**src/dsr_map.vh**
```
// opcodes, field positions and reset values of the status readback block
`ifndef DSR_MAP_VH
`define DSR_MAP_VH

// readback opcodes
`define DSR_OP_POWER_STATE     8'h0A
`define DSR_OP_ADDRESS_ORDER   8'h0B
`define DSR_OP_PIXEL_FORMAT    8'h0C

// power-mode byte bit positions
`define DSR_PM_BOOSTER         7
`define DSR_PM_IDLE            6
`define DSR_PM_PARTIAL         5
`define DSR_PM_AWAKE           4
`define DSR_PM_FULL_SCREEN     3
`define DSR_PM_PANEL_ON        2

// memory access control field positions
`define DSR_MAC_ROW_DIR        7
`define DSR_MAC_COL_DIR        6
`define DSR_MAC_SWAP           5
`define DSR_MAC_VREFRESH       4
`define DSR_MAC_BGR            3
`define DSR_MAC_HREFRESH       2

// reset values and the dummy byte
`define DSR_MAC_RESET          8'h00
`define DSR_PIXFMT_RESET       3'h6
`define DSR_DUMMY_BYTE         8'h00

// pixel format codes
`define DSR_PIXFMT_12BPP       3'h3
`define DSR_PIXFMT_16BPP       3'h5
`define DSR_PIXFMT_18BPP       3'h6
`define DSR_PIXFMT_UNUSED      3'h7

// synchroniser lanes: [15:8] data, 7 hw reset, 6 select, 5 wr, 4 rd, 3 cs, 2 sclk, 1 sdin, 0 mode
`define DSR_SYNC_W             16
`define DSR_SYNC_IDLE          16'h00F8
`define DSR_LANE_HWRST         7
`define DSR_LANE_SEL           6
`define DSR_LANE_WR            5
`define DSR_LANE_RD            4
`define DSR_LANE_CS            3
`define DSR_LANE_SCLK          2
`define DSR_LANE_SDIN          1
`define DSR_LANE_MODE          0

// serial read phase: one dummy clock then eight data clocks
`define DSR_SER_FIRST_BIT      4'h1
`define DSR_SER_LAST_BIT       4'h8
`define DSR_SER_OPCODE_LAST    3'h7

`endif

```
**src/dsr_top.v**
```verilog
// status readback logic: power-mode, address-order and pixel-format readbacks
//
// Overview of operation
// - opcodes 0Ah, 0Bh, 0Ch select power, address-order and pixel-format bytes.
// - opcode taken with select low on write rise; reads select high; upper lanes ignored.
// - parallel reads return a dummy word first, status byte as second parameter.
// - power byte bit 7 shows the booster running.
// - power byte bit 6 shows idle reduced-colour operation active.
// - power byte bit 5 shows partial-area display active.
// - power byte bit 4 is 1 when awake, 0 in sleep.
// - power byte bit 3 is 1 for full-screen normal display.
// - power byte bit 2 shows panel output on; bits 1 and 0 zero.
// - address byte bit 7 mirrors memory access control bit 7, row direction.
// - address byte bit 6 mirrors memory access control bit 6, column direction.
// - address byte bit 5 shows row and column exchange.
// - address byte bit 4 shows vertical refresh direction.
// - address byte bit 3 shows blue-green-red subpixel order.
// - address byte bit 2 shows horizontal refresh direction; bits 1 and 0 zero.
// - address byte is 00h after power-on and hardware reset; software reset keeps it.
// - pixel byte has zero upper nibble and format code in bits 2 to 0.
// - serial reads insert one dummy clock before the first valid bit.
// - software reset sets pixel format to 18 bits; hardware reset keeps it.

`include "dsr_map.vh"

module dsr_top (
	// clock and power-on reset
	input  wire        clk_in,
	input  wire        rst_n_in,
	// hardware reset pin
	input  wire        hw_reset_n_in,
	// parallel host pins
	input  wire        cmd_param_select_in,
	input  wire        write_strobe_in,
	input  wire        read_strobe_in,
	input  wire [17:0] data_in,
	output reg  [7:0]  data_out,
	output reg         data_oe_out,
	// serial host pins
	input  wire        serial_mode_in,
	input  wire        ser_cs_n_in,
	input  wire        ser_clk_in,
	input  wire        ser_data_in,
	output reg         ser_data_out,
	output reg         ser_data_oe_out,
	// live internal state
	input  wire        booster_running_in,
	input  wire        idle_active_in,
	input  wire        partial_active_in,
	input  wire        awake_flag_in,
	input  wire        full_screen_flag_in,
	input  wire        panel_output_on_in,
	// state updates from the write-command side
	input  wire        sw_reset_in,
	input  wire        mac_write_in,
	input  wire [7:0]  mac_data_in,
	input  wire        pixfmt_write_in,
	input  wire [2:0]  pixfmt_data_in,
	// current settings
	output reg  [7:0]  memory_access_control_out,
	output reg  [2:0]  host_pixel_format_code_out
);

	//////////////////////////////////////////////////////////////////////////
	// pin synchronisers

	localparam CMD_NONE   = 2'h0;
	localparam CMD_POWER  = 2'h1;
	localparam CMD_ORDER  = 2'h2;
	localparam CMD_PIXFMT = 2'h3;

	// idle level of every synchronised lane, so no false edge follows reset
	localparam [`DSR_SYNC_W-1:0] SYNC_IDLE = `DSR_SYNC_IDLE;

	wire [`DSR_SYNC_W-1:0] pin_raw;
	reg  [`DSR_SYNC_W-1:0] sync_a;
	reg  [`DSR_SYNC_W-1:0] sync_b;
	reg  [`DSR_SYNC_W-1:0] sync_prev;

	// upper lanes are never sampled
	assign pin_raw = {data_in[7:0], hw_reset_n_in, cmd_param_select_in, write_strobe_in,
		read_strobe_in, ser_cs_n_in, ser_clk_in, ser_data_in, serial_mode_in};

	genvar gi;
	generate
		for (gi = 0; gi < `DSR_SYNC_W; gi = gi + 1) begin : g_sync
			always @(posedge clk_in or negedge rst_n_in) begin
				if (!rst_n_in) begin
					sync_a[gi]    <= SYNC_IDLE[gi];
					sync_b[gi]    <= SYNC_IDLE[gi];
					sync_prev[gi] <= SYNC_IDLE[gi];
				end else begin
					sync_a[gi]    <= pin_raw[gi];
					sync_b[gi]    <= sync_a[gi];
					sync_prev[gi] <= sync_b[gi];
				end
			end
		end
	endgenerate

	wire [7:0] bus_byte  = sync_b[15:8];
	wire       sel_param = sync_b[`DSR_LANE_SEL];
	wire       ser_mode  = sync_b[`DSR_LANE_MODE];
	wire       hw_rst_hit = !sync_b[`DSR_LANE_HWRST];
	wire       wr_rise   = sync_b[`DSR_LANE_WR] & ~sync_prev[`DSR_LANE_WR];
	wire       rd_rise   = sync_b[`DSR_LANE_RD] & ~sync_prev[`DSR_LANE_RD];
	wire       rd_low    = ~sync_b[`DSR_LANE_RD];
	wire       cs_active = ~sync_b[`DSR_LANE_CS];
	wire       sclk_rise = sync_b[`DSR_LANE_SCLK] & ~sync_prev[`DSR_LANE_SCLK];
	wire       sclk_fall = ~sync_b[`DSR_LANE_SCLK] & sync_prev[`DSR_LANE_SCLK];
	wire       sdin      = sync_b[`DSR_LANE_SDIN];

	//////////////////////////////////////////////////////////////////////////
	// settings held for readback

	always @(posedge clk_in or negedge rst_n_in) begin
		if (!rst_n_in) begin
			memory_access_control_out <= `DSR_MAC_RESET;
		end else if (hw_rst_hit) begin
			memory_access_control_out <= `DSR_MAC_RESET;
		end else if (mac_write_in) begin
			// software reset leaves this register alone
			memory_access_control_out <= mac_data_in;
		end
	end

	// power-on default equals the 18-bit code; hardware reset pin does not touch it
	always @(posedge clk_in or negedge rst_n_in) begin
		if (!rst_n_in) begin
			host_pixel_format_code_out <= `DSR_PIXFMT_RESET;
		end else if (sw_reset_in) begin
			host_pixel_format_code_out <= `DSR_PIXFMT_18BPP;
		end else if (pixfmt_write_in) begin
			host_pixel_format_code_out <= pixfmt_data_in;
		end
	end

	//////////////////////////////////////////////////////////////////////////
	// status bytes, built from live state

	wire [7:0] power_mode_status;
	wire [7:0] address_order_status;
	wire [7:0] pixel_format_status;

	assign power_mode_status[`DSR_PM_BOOSTER]     = booster_running_in;
	assign power_mode_status[`DSR_PM_IDLE]        = idle_active_in;
	assign power_mode_status[`DSR_PM_PARTIAL]     = partial_active_in;
	assign power_mode_status[`DSR_PM_AWAKE]       = awake_flag_in;
	assign power_mode_status[`DSR_PM_FULL_SCREEN] = full_screen_flag_in;
	assign power_mode_status[`DSR_PM_PANEL_ON]    = panel_output_on_in;
	assign power_mode_status[1:0]                 = 2'h0;

	assign address_order_status[`DSR_MAC_ROW_DIR]  = memory_access_control_out[`DSR_MAC_ROW_DIR];
	assign address_order_status[`DSR_MAC_COL_DIR]  = memory_access_control_out[`DSR_MAC_COL_DIR];
	assign address_order_status[`DSR_MAC_SWAP]     = memory_access_control_out[`DSR_MAC_SWAP];
	assign address_order_status[`DSR_MAC_VREFRESH] = memory_access_control_out[`DSR_MAC_VREFRESH];
	assign address_order_status[`DSR_MAC_BGR]      = memory_access_control_out[`DSR_MAC_BGR];
	assign address_order_status[`DSR_MAC_HREFRESH] = memory_access_control_out[`DSR_MAC_HREFRESH];
	assign address_order_status[1:0]               = 2'h0;

	// code passes through as held; the host judges 111 and undefined codes
	assign pixel_format_status = {5'h00, host_pixel_format_code_out};

	reg  [1:0] cmd;
	reg  [7:0] live_byte;

	// no capture: the byte follows state right up to the read
	always @* begin
		case (cmd)
			CMD_POWER:  live_byte = power_mode_status;
			CMD_ORDER:  live_byte = address_order_status;
			CMD_PIXFMT: live_byte = pixel_format_status;
			default:    live_byte = `DSR_DUMMY_BYTE;
		endcase
	end

	function [1:0] decode_op;
		input [7:0] op;
		begin
			case (op)
				`DSR_OP_POWER_STATE:   decode_op = CMD_POWER;
				`DSR_OP_ADDRESS_ORDER: decode_op = CMD_ORDER;
				`DSR_OP_PIXEL_FORMAT:  decode_op = CMD_PIXFMT;
				default:               decode_op = CMD_NONE;
			endcase
		end
	endfunction

	//////////////////////////////////////////////////////////////////////////
	// parallel and serial command tracking

	reg        par_past_dummy;
	reg [7:0]  ser_shift;
	reg [2:0]  ser_bits;
	reg        ser_reading;
	reg [3:0]  ser_rcnt;

	wire [7:0] ser_opcode   = {ser_shift[6:0], sdin};
	wire       opcode_taken = wr_rise && !sel_param;
	wire       read_done    = rd_rise && sel_param && cmd != CMD_NONE;

	// first read of a readback is the dummy word; a new opcode rearms it
	always @(posedge clk_in or negedge rst_n_in) begin
		if (!rst_n_in) begin
			par_past_dummy <= 1'b0;
		end else if (!ser_mode) begin
			if (opcode_taken) begin
				par_past_dummy <= 1'b0;
			end else if (read_done) begin
				par_past_dummy <= 1'b1;
			end
		end
	end

	always @(posedge clk_in or negedge rst_n_in) begin
		if (!rst_n_in) begin
			cmd         <= CMD_NONE;
			ser_shift   <= 8'h00;
			ser_bits    <= 3'h0;
			ser_reading <= 1'b0;
			ser_rcnt    <= 4'h0;
		end else if (!ser_mode) begin
			ser_reading <= 1'b0;
			ser_bits    <= 3'h0;
			if (opcode_taken) begin
				cmd <= decode_op(bus_byte);
			end
		end else if (!cs_active) begin
			ser_bits    <= 3'h0;
			ser_reading <= 1'b0;
			ser_rcnt    <= 4'h0;
		end else if (ser_reading) begin
			if (sclk_rise && ser_rcnt <= `DSR_SER_LAST_BIT) begin
				ser_rcnt <= ser_rcnt + 4'h1;
			end
		end else if (sclk_rise) begin
			ser_shift <= ser_opcode;
			ser_bits  <= ser_bits + 3'h1;
			if (ser_bits == `DSR_SER_OPCODE_LAST && !sel_param) begin
				cmd         <= decode_op(ser_opcode);
				ser_reading <= (decode_op(ser_opcode) != CMD_NONE);
				ser_rcnt    <= 4'h0;
			end
		end
	end

	//////////////////////////////////////////////////////////////////////////
	// pin drivers

	wire       par_drive = !ser_mode && rd_low && sel_param && cmd != CMD_NONE;
	wire [3:0] ser_idx   = `DSR_SER_LAST_BIT - ser_rcnt;

	// next values of the pin registers
	reg  [7:0] next_data_out;
	reg        next_data_oe;
	reg        next_ser_data;
	reg        next_ser_oe;

	// parallel lanes: dummy word until the first read strobe has ended
	always @* begin
		next_data_oe  = par_drive;
		next_data_out = `DSR_DUMMY_BYTE;
		if (par_drive && par_past_dummy) begin
			next_data_out = live_byte;
		end
	end

	// serial lane: rising edge 0 of the read phase is the dummy clock
	always @* begin
		next_ser_oe   = ser_data_oe_out;
		next_ser_data = ser_data_out;
		if (!ser_mode || !cs_active || !ser_reading) begin
			next_ser_oe   = 1'b0;
			next_ser_data = 1'b0;
		end else if (sclk_fall) begin
			if (ser_rcnt >= `DSR_SER_FIRST_BIT && ser_rcnt <= `DSR_SER_LAST_BIT) begin
				next_ser_oe   = 1'b1;
				next_ser_data = live_byte[ser_idx[2:0]];
			end else begin
				next_ser_oe   = 1'b0;
				next_ser_data = 1'b0;
			end
		end
	end

	// every pin output comes straight from a flip-flop
	always @(posedge clk_in or negedge rst_n_in) begin
		if (!rst_n_in) begin
			data_out        <= 8'h00;
			data_oe_out     <= 1'b0;
			ser_data_out    <= 1'b0;
			ser_data_oe_out <= 1'b0;
		end else begin
			data_out        <= next_data_out;
			data_oe_out     <= next_data_oe;
			ser_data_out    <= next_ser_data;
			ser_data_oe_out <= next_ser_oe;
		end
	end

endmodule

```
**config.mk**
```make
export PLATFORM = sky130hd
export DESIGN_NAME = dsr_top
export DESIGN_NICKNAME = d
export VERILOG_FILES = /design/src/dsr_top.v
export VERILOG_INCLUDE_DIRS = /design/src
export SDC_FILE = /design/constraint.sdc
export NUM_CORES = 1
export LEC_CHECK = 0
export BUFFER_PORTS_ARGS = -buffer_cell sky130_fd_sc_hd__clkbuf_2
export CORE_ASPECT_RATIO = 1.75
export CORE_MARGIN = 2
export CORE_UTILIZATION = 53
export DETAILED_ROUTE_END_ITERATION = 8
export GPL_TIMING_DRIVEN = 0
export PLACE_DENSITY_LB_ADDON = 0.05
export SLEW_MARGIN = 20
export SYNTH_ARGS = -nofsm -noshare
export SYNTH_HDL_FRONTEND = slang
export SYNTH_SLANG_ARGS = --single-unit
export TNS_END_PERCENT = 30
```
**constraint.sdc**
```tcl
create_clock -name clk_in -period 2.2 [get_ports clk_in]
set_input_delay 0.44 -clock clk_in [delete_from_list [all_inputs] [get_ports clk_in]]
set_output_delay 0.44 -clock clk_in [all_outputs]
set_load 0.05 [all_outputs]
```
======== After elaboration in Yosys (flattened, before gate mapping) ========
Cells that the tools add are included.
operators by class
  bitwise logic cells ..................... 12
  reductions and logical operators ........ 28
  $add $sub $neg .......................... 3
  eq/ne operators ......................... 18
  $lt $le $gt $ge ......................... 3
  mux-type cells .......................... 39
operators by type and width
  kind                                                               count
  equality test 8 x 4 -> 1 bit, second input constant                6
  two-way mux 8 bit                                                  3
  case mux 8 bit (3 select lines)                                    1
  two-way mux 4 bit                                                  5
  two-way mux 3 bit                                                  6
  two-way mux 1 bit                                                  14
  two-way mux 2 bit                                                  7
  case mux 2 bit (3 select lines)                                    2
  nonzero test 2 bit                                                 6
  logical AND 1 bit                                                  10
  inverter 1 bit                                                     8
  AND reduction 4 bit                                                2
  != test 2 bit, second input constant                               3
  nonzero test 3 bit                                                 2
  AND reduction 5 bit                                                1
  adder 4 x 1 -> 4 bit, second input constant                        1
  AND 1 bit                                                          4
  equality test 2 bit, second input constant                         2
  greater-or-equal comparator 4 x 1 -> 1 bit, second input constant  1
  <= comparator 4 bit, second input constant                         1
  less-than comparator 3 x 4 -> 1 bit, second input constant         1
  != test 2 x 1 -> 1 bit, second input constant                      2
  AND reduction 2 bit                                                2
  adder 3 x 1 -> 3 bit, second input constant                        1
  other kinds (9)                                                    12
storage, ports and cells
  output and inout port bits .............. 22
  logic and storage cells ................. 150
  bits of input ports ..................... 48
  register bits ........................... 75

======== Depth between registers and ports, before layout ========
  word-level depth ........................ 13
  mapped depth ............................ 7

======== Least setup slack after synthesis ========
Ideal clock, no wire load.
  path type ............................... register to register
  start point ............................. register ser_rcnt[0]
  end point ............................... register ser_data_out
  arrival time ............................ 1.649 ns
  path slack .............................. 0.432 ns
  data required time ...................... 2.080 ns
  setup time .............................. 0.120 ns
  stages on the path, launching flop included .. 8
  buffers on the path ..................... 1
  clock period less this slack ............ 1.768 ns
  path through ............................ dfrtp_1 -> buf_2 -> inv_1 -> ha_1 -> or2_2 -> a221oi_1 -> o41ai_1 -> a31o_1
between the ends
  longest elaborated chain between the ends .. 6
  elaborated cells between the ends (all ways) .. 9
RTL lines
  item                                     RTL line       RTL
  from (decl)                              dsr_top.v:196  reg [3:0] ser_rcnt;
  from (signal assigned)                   dsr_top.v:234  ser_rcnt <= ser_rcnt + 4'h1;
  subtractor 1 x 3 -> 3 bit (no line)      -
  binary-select mux 1 bit (select 3 bit)   dsr_top.v:278  next_ser_data = live_byte[ser_idx[2:0]];
  two-way mux 1 bit (not written as such)  dsr_top.v:278
  two-way mux 1 bit (*)                    dsr_top.v:276  if (ser_rcnt >= `DSR_SER_FIRST_BIT && ser_rcnt <= `DSR_SER_LAST_BIT) begin
  two-way mux 1 bit (*)                    dsr_top.v:275  end else if (sclk_fall) begin
  two-way mux 1 bit (*)                    dsr_top.v:272  if (!ser_mode || !cs_active || !ser_reading) begin
  to (signal assigned)                     dsr_top.v:296  ser_data_out <= next_ser_data;
  to (decl)                                dsr_top.v:44   output reg ser_data_out,
Every way passes the cells marked *; elsewhere a longest branch is shown, timed or not. The select of a mux whose other input is x is not followed.
A chain may end at the register's enable or synchronous reset.

======== Worst setup path in the final report ========
Ends and elaborated chain as after synthesis.

==> summary.log <==
INFO  run_status     status=completed
INFO  sta            worst_slew_margin_rel=0.578
INFO  setup_path     cp_data_arrival_time=2.31ns
INFO  power_and_ir_drop netSwitchingFraction=0.255
INFO  logic_synthesis post_synth_edffs=0
INFO  cts            post_cts_setup_buffers=0
INFO  floorplanning  die_width=60.8um
INFO  global_routing maximum_number_of_pins_on_one_net_before_global_route_repair=55
INFO  cells_and_area stdcell_area=0.00363mm2
INFO  power_and_ir_drop switchingPower=0.000738W
INFO  cells_and_area n_fill_cell=439
INFO  cts            clock_slew_seen_by_the_registers_of_the_worst_setup_and_hold_paths=0.08ns
INFO  global_routing grt_pass1_wl=8660um
INFO  power_and_ir_drop p_per_area=799mW/mm2
INFO  routing        detail_route.first_pass.iterations=4
INFO  cells_and_area diodes=0
INFO  power_and_ir_drop worst_ir_drop_vdd=0.607mV
INFO  routing        routed-via-count=1,990
INFO  floorplanning  initial_core_util=0.544
INFO  cells_and_area layout.cells.most_common=dfrtp_1
INFO  floorplanning  die_height=103um
INFO  cells_and_area drive_gt1_frac=0.328
INFO  logic_synthesis yosys_warnings=0
INFO  global_routing grt_overflow_total=0
INFO  cells_and_area finalNetCount=353
INFO  power_and_ir_drop p_comb_frac=0.096
INFO  global_routing initial_antenna_violation_count=0
INFO  cts            h_tree_depth=3
INFO  logic_synthesis synth_fp_nets=282
INFO  floorplanning  num_io_pins=70
INFO  cts            tritoncts.num_buffers=9
INFO  setup_path     timing.critical_path.buf_inv=2
INFO  logic_synthesis netlist_area=0.00299mm2
INFO  logic_synthesis yosys_most_used_dff=dfrtp_1
INFO  sta            fmax=494MHz
INFO  cts            clock_sink_count=75
INFO  routing        wl_per_cell=14.2um
INFO  cells_and_area final_cell_mix=dfrtp_1, clkbuf_2, nor2b_1, nor2_1, dfstp_2
INFO  place          post_dp_cell_area=0.00341mm2
INFO  sta            finClkSkew=0.0101ns
INFO  setup_path     crit_path_max_fanout=9
INFO  setup_path     reg2reg_from=ser_rcnt[0]
INFO  sta            timing.final.setup_violations=0
INFO  sta            worst_pin_slew=0.632ns
INFO  min_path       timing.hold.worst.start=cmd_param_select_in
INFO  setup_path     critical_path_required=2.49ns
INFO  place          place_hpwl=3970um
INFO  logic_synthesis yosys.cell_types.count=52
INFO  logic_synthesis synth_async_sr_flop_share=1.00
INFO  setup_path     crit_path_start=ser_rcnt[0]
INFO  floorplanning  row_count=36
INFO  setup_path     worst_path_max_delay_cell=o41ai_1
INFO  logic_synthesis synthesis.instances=229
INFO  min_path       worst_hold_path_type=in -> reg
INFO  setup_path     critPathCaptureType=register
INFO  routing        vias_per_instance=5.22
INFO  logic_synthesis synth_seq_area_share=0.633
INFO  power_and_ir_drop static-leakage-power=1.69nW
INFO  setup_path     timing.critical_path.cells=buf_2 -> inv_1 -> ha_1 -> nand2_1 -> a221oi_2 -> o41ai_1 -> a31o_1
INFO  global_routing grt.total_usage=0.194
INFO  place          io_buffer_count=58
INFO  routing        detail_route.iter0.violations=51
INFO  sta            timing_hold_violations_final=0
INFO  cts            clk_path_buf_depth=2
INFO  floorplanning  placeableCoreArea=0.00550mm2
INFO  cts            clk-insertion-delay-late=0.35ns
INFO  routing        total_wire_length=5420um
INFO  sta            final_max_slew_viol_count=0
INFO  setup_path     critical_path_class=reg -> reg
INFO  cts            clockRootBuffer=clkbuf_8
INFO  job            cap_viol_max_count=0
INFO  power_and_ir_drop power.clock.fraction=0.370
INFO  sta            min_period=2.02ns
INFO  place          finalWeightedCongestion=0.850
INFO  power_and_ir_drop internal_power=0.00216W
INFO  sta            setup-tns-final=0ns
INFO  sta            unrepaired_setup_endpoints_after_global_routing=false
INFO  setup_path     worst_setup_path_start_kind=register
INFO  routing        drcViolationCount=0
INFO  power_and_ir_drop seq_power_share=0.533
INFO  logic_synthesis flip_flop_and_latch_count_after_synthesis=75
INFO  sta            fin_crit_sh=0.920
INFO  routing        ant_nets=0
INFO  cells_and_area layout-area-overhead-vs-synth=21.3%
INFO  global_routing first_global_vias=1,996
INFO  setup_path     worst_path_dominant_cell_family=compound AO/OA/AOI/OAI gates
INFO  floorplanning  die_area=0.00628mm2
INFO  cts            cts_tree=done
INFO  setup_path     timing.critical_path.slowest_cell_delay=0.50ns
INFO  logic_synthesis synthesis.area_per_instance=13.1um2
repair_timing:
action | CTS | global route
hold buffers | 1 | 0
endpoints found under the hold margin | 18 | 0
resized for setup | 0 | 0
through the flow:
stage / instances / hold WS (ns) / setup WS (ns) / util / power, W
floorplan: 229 / 0.144 / 0.432 / - / 0.00173
global placement: 363 / 0.332 / 0.114 / 0.614 / 0.00184
detailed placement: 364 / 0.336 / 0.190 / 0.620 / 0.00185
CTS: 381 / 0.124 / 0.171 / 0.660 / 0.00296
global route: 381 / 0.133 / 0.0222 / 0.660 / 0.00304
finish: 381 / 0.168 / 0.177 / 0.660 / 0.00290
worst reg2reg max path, cell delays in order (launching register included):
cell	delay, ns
dfrtp_1	0.39
buf_2	0.21
inv_1	0.09
ha_1	0.36
nand2_1	0.15
a221oi_2	0.05
o41ai_1	0.50
a31o_1	0.21
final timing paths:
check	end	slack, ns	cells past startpoint
max in group asynchronous	sync_a[5]	1.05	3
min in group asynchronous	ser_data_out	0.55	2
max	ser_data_out	0.18	7
min	sync_a[6]	0.17	1
min reg2reg	bus_byte[7]	0.35	0
max reg2reg	ser_data_out	0.18	7
sequential cells by signal, indices dropped and copies added, names as in the netlist, 4 cells and up:
| register | flops |
|---|---|
| data_out | 8 |
| sync_b | 5 |
| ser_shift | 7 |
| ser_rcnt | 4 |
| memory_access_control_out | 8 |
| bus_byte | 8 |
| sync_a | 16 |
layout make-up:
type | count | area [um2] | area share
plain buffers | 6 | 38.8 | 0.0107
repair buffers | 60 | 330 | 0.0911
clock inverters | 6 | 72.6 | 0.0200
clock buffers | 10 | 138 | 0.0380
well taps | 76 | 95.1 | 0.0262
multi-input cells | 139 | 1020 | 0.282
flip-flops and latches | 75 | 1890 | 0.522
inverters | 9 | 33.8 | 0.00932
cell usage after synthesis, drive strengths merged (3+ instances only):
cell type  number  area, um2
a21oi           8       40.0
a221oi          4       41.3
a22oi           5       37.5
a31oi           3       18.8
buf             4       31.3
dfrtp          61       1530
dfstp          14        368
ha              5       62.6
inv             9       33.8
mux2           10        113
mux2i          10        100
nand2          10       37.5
nand2b          6       37.5
nor2           14       52.6
nor2b          16        108
nor3            3       15.0
o21ai           6       30.0
xnor2           3       26.3
cells by family (layout without fill, tap and decap cells):
family | Yosys count | in the layout | synth area share
multiplexers | 20 | 20 | 0.0711
adder cells (fa/ha/maj) | 5 | 5 | 0.0209
XOR/XNOR | 4 | 4 | 0.0117
flip-flops | 75 | 75 | 0.633
AO/OA/AOI/OAI | 46 | 46 | 0.115
buffers and inverters | 15 | 91 | 0.0243
AND/OR/NAND/NOR | 64 | 64 | 0.123
metal layers:
layer  vias to the layer above  track usage  part of all wire
li1                        962            -                 -
met5                         -            0                 0
met1                       954        0.198              0.39
met2                        56        0.326              0.53
met3                        18       0.0634             0.045
met4                         0        0.129             0.037
power groups by stage:
stage | Clock, W | Sequential, W | Combinational, W
floorplan | 0 | 0.00159 | 0.000137
global placement | 0 | 0.00157 | 0.000271
detailed placement | 0 | 0.00157 | 0.000282
CTS | 0.00113 | 0.00154 | 0.000285
global route | 0.00117 | 0.00156 | 0.000312
finish | 0.00107 | 0.00154 | 0.000279
No activity file was read; power rests on OpenSTA's default activity.
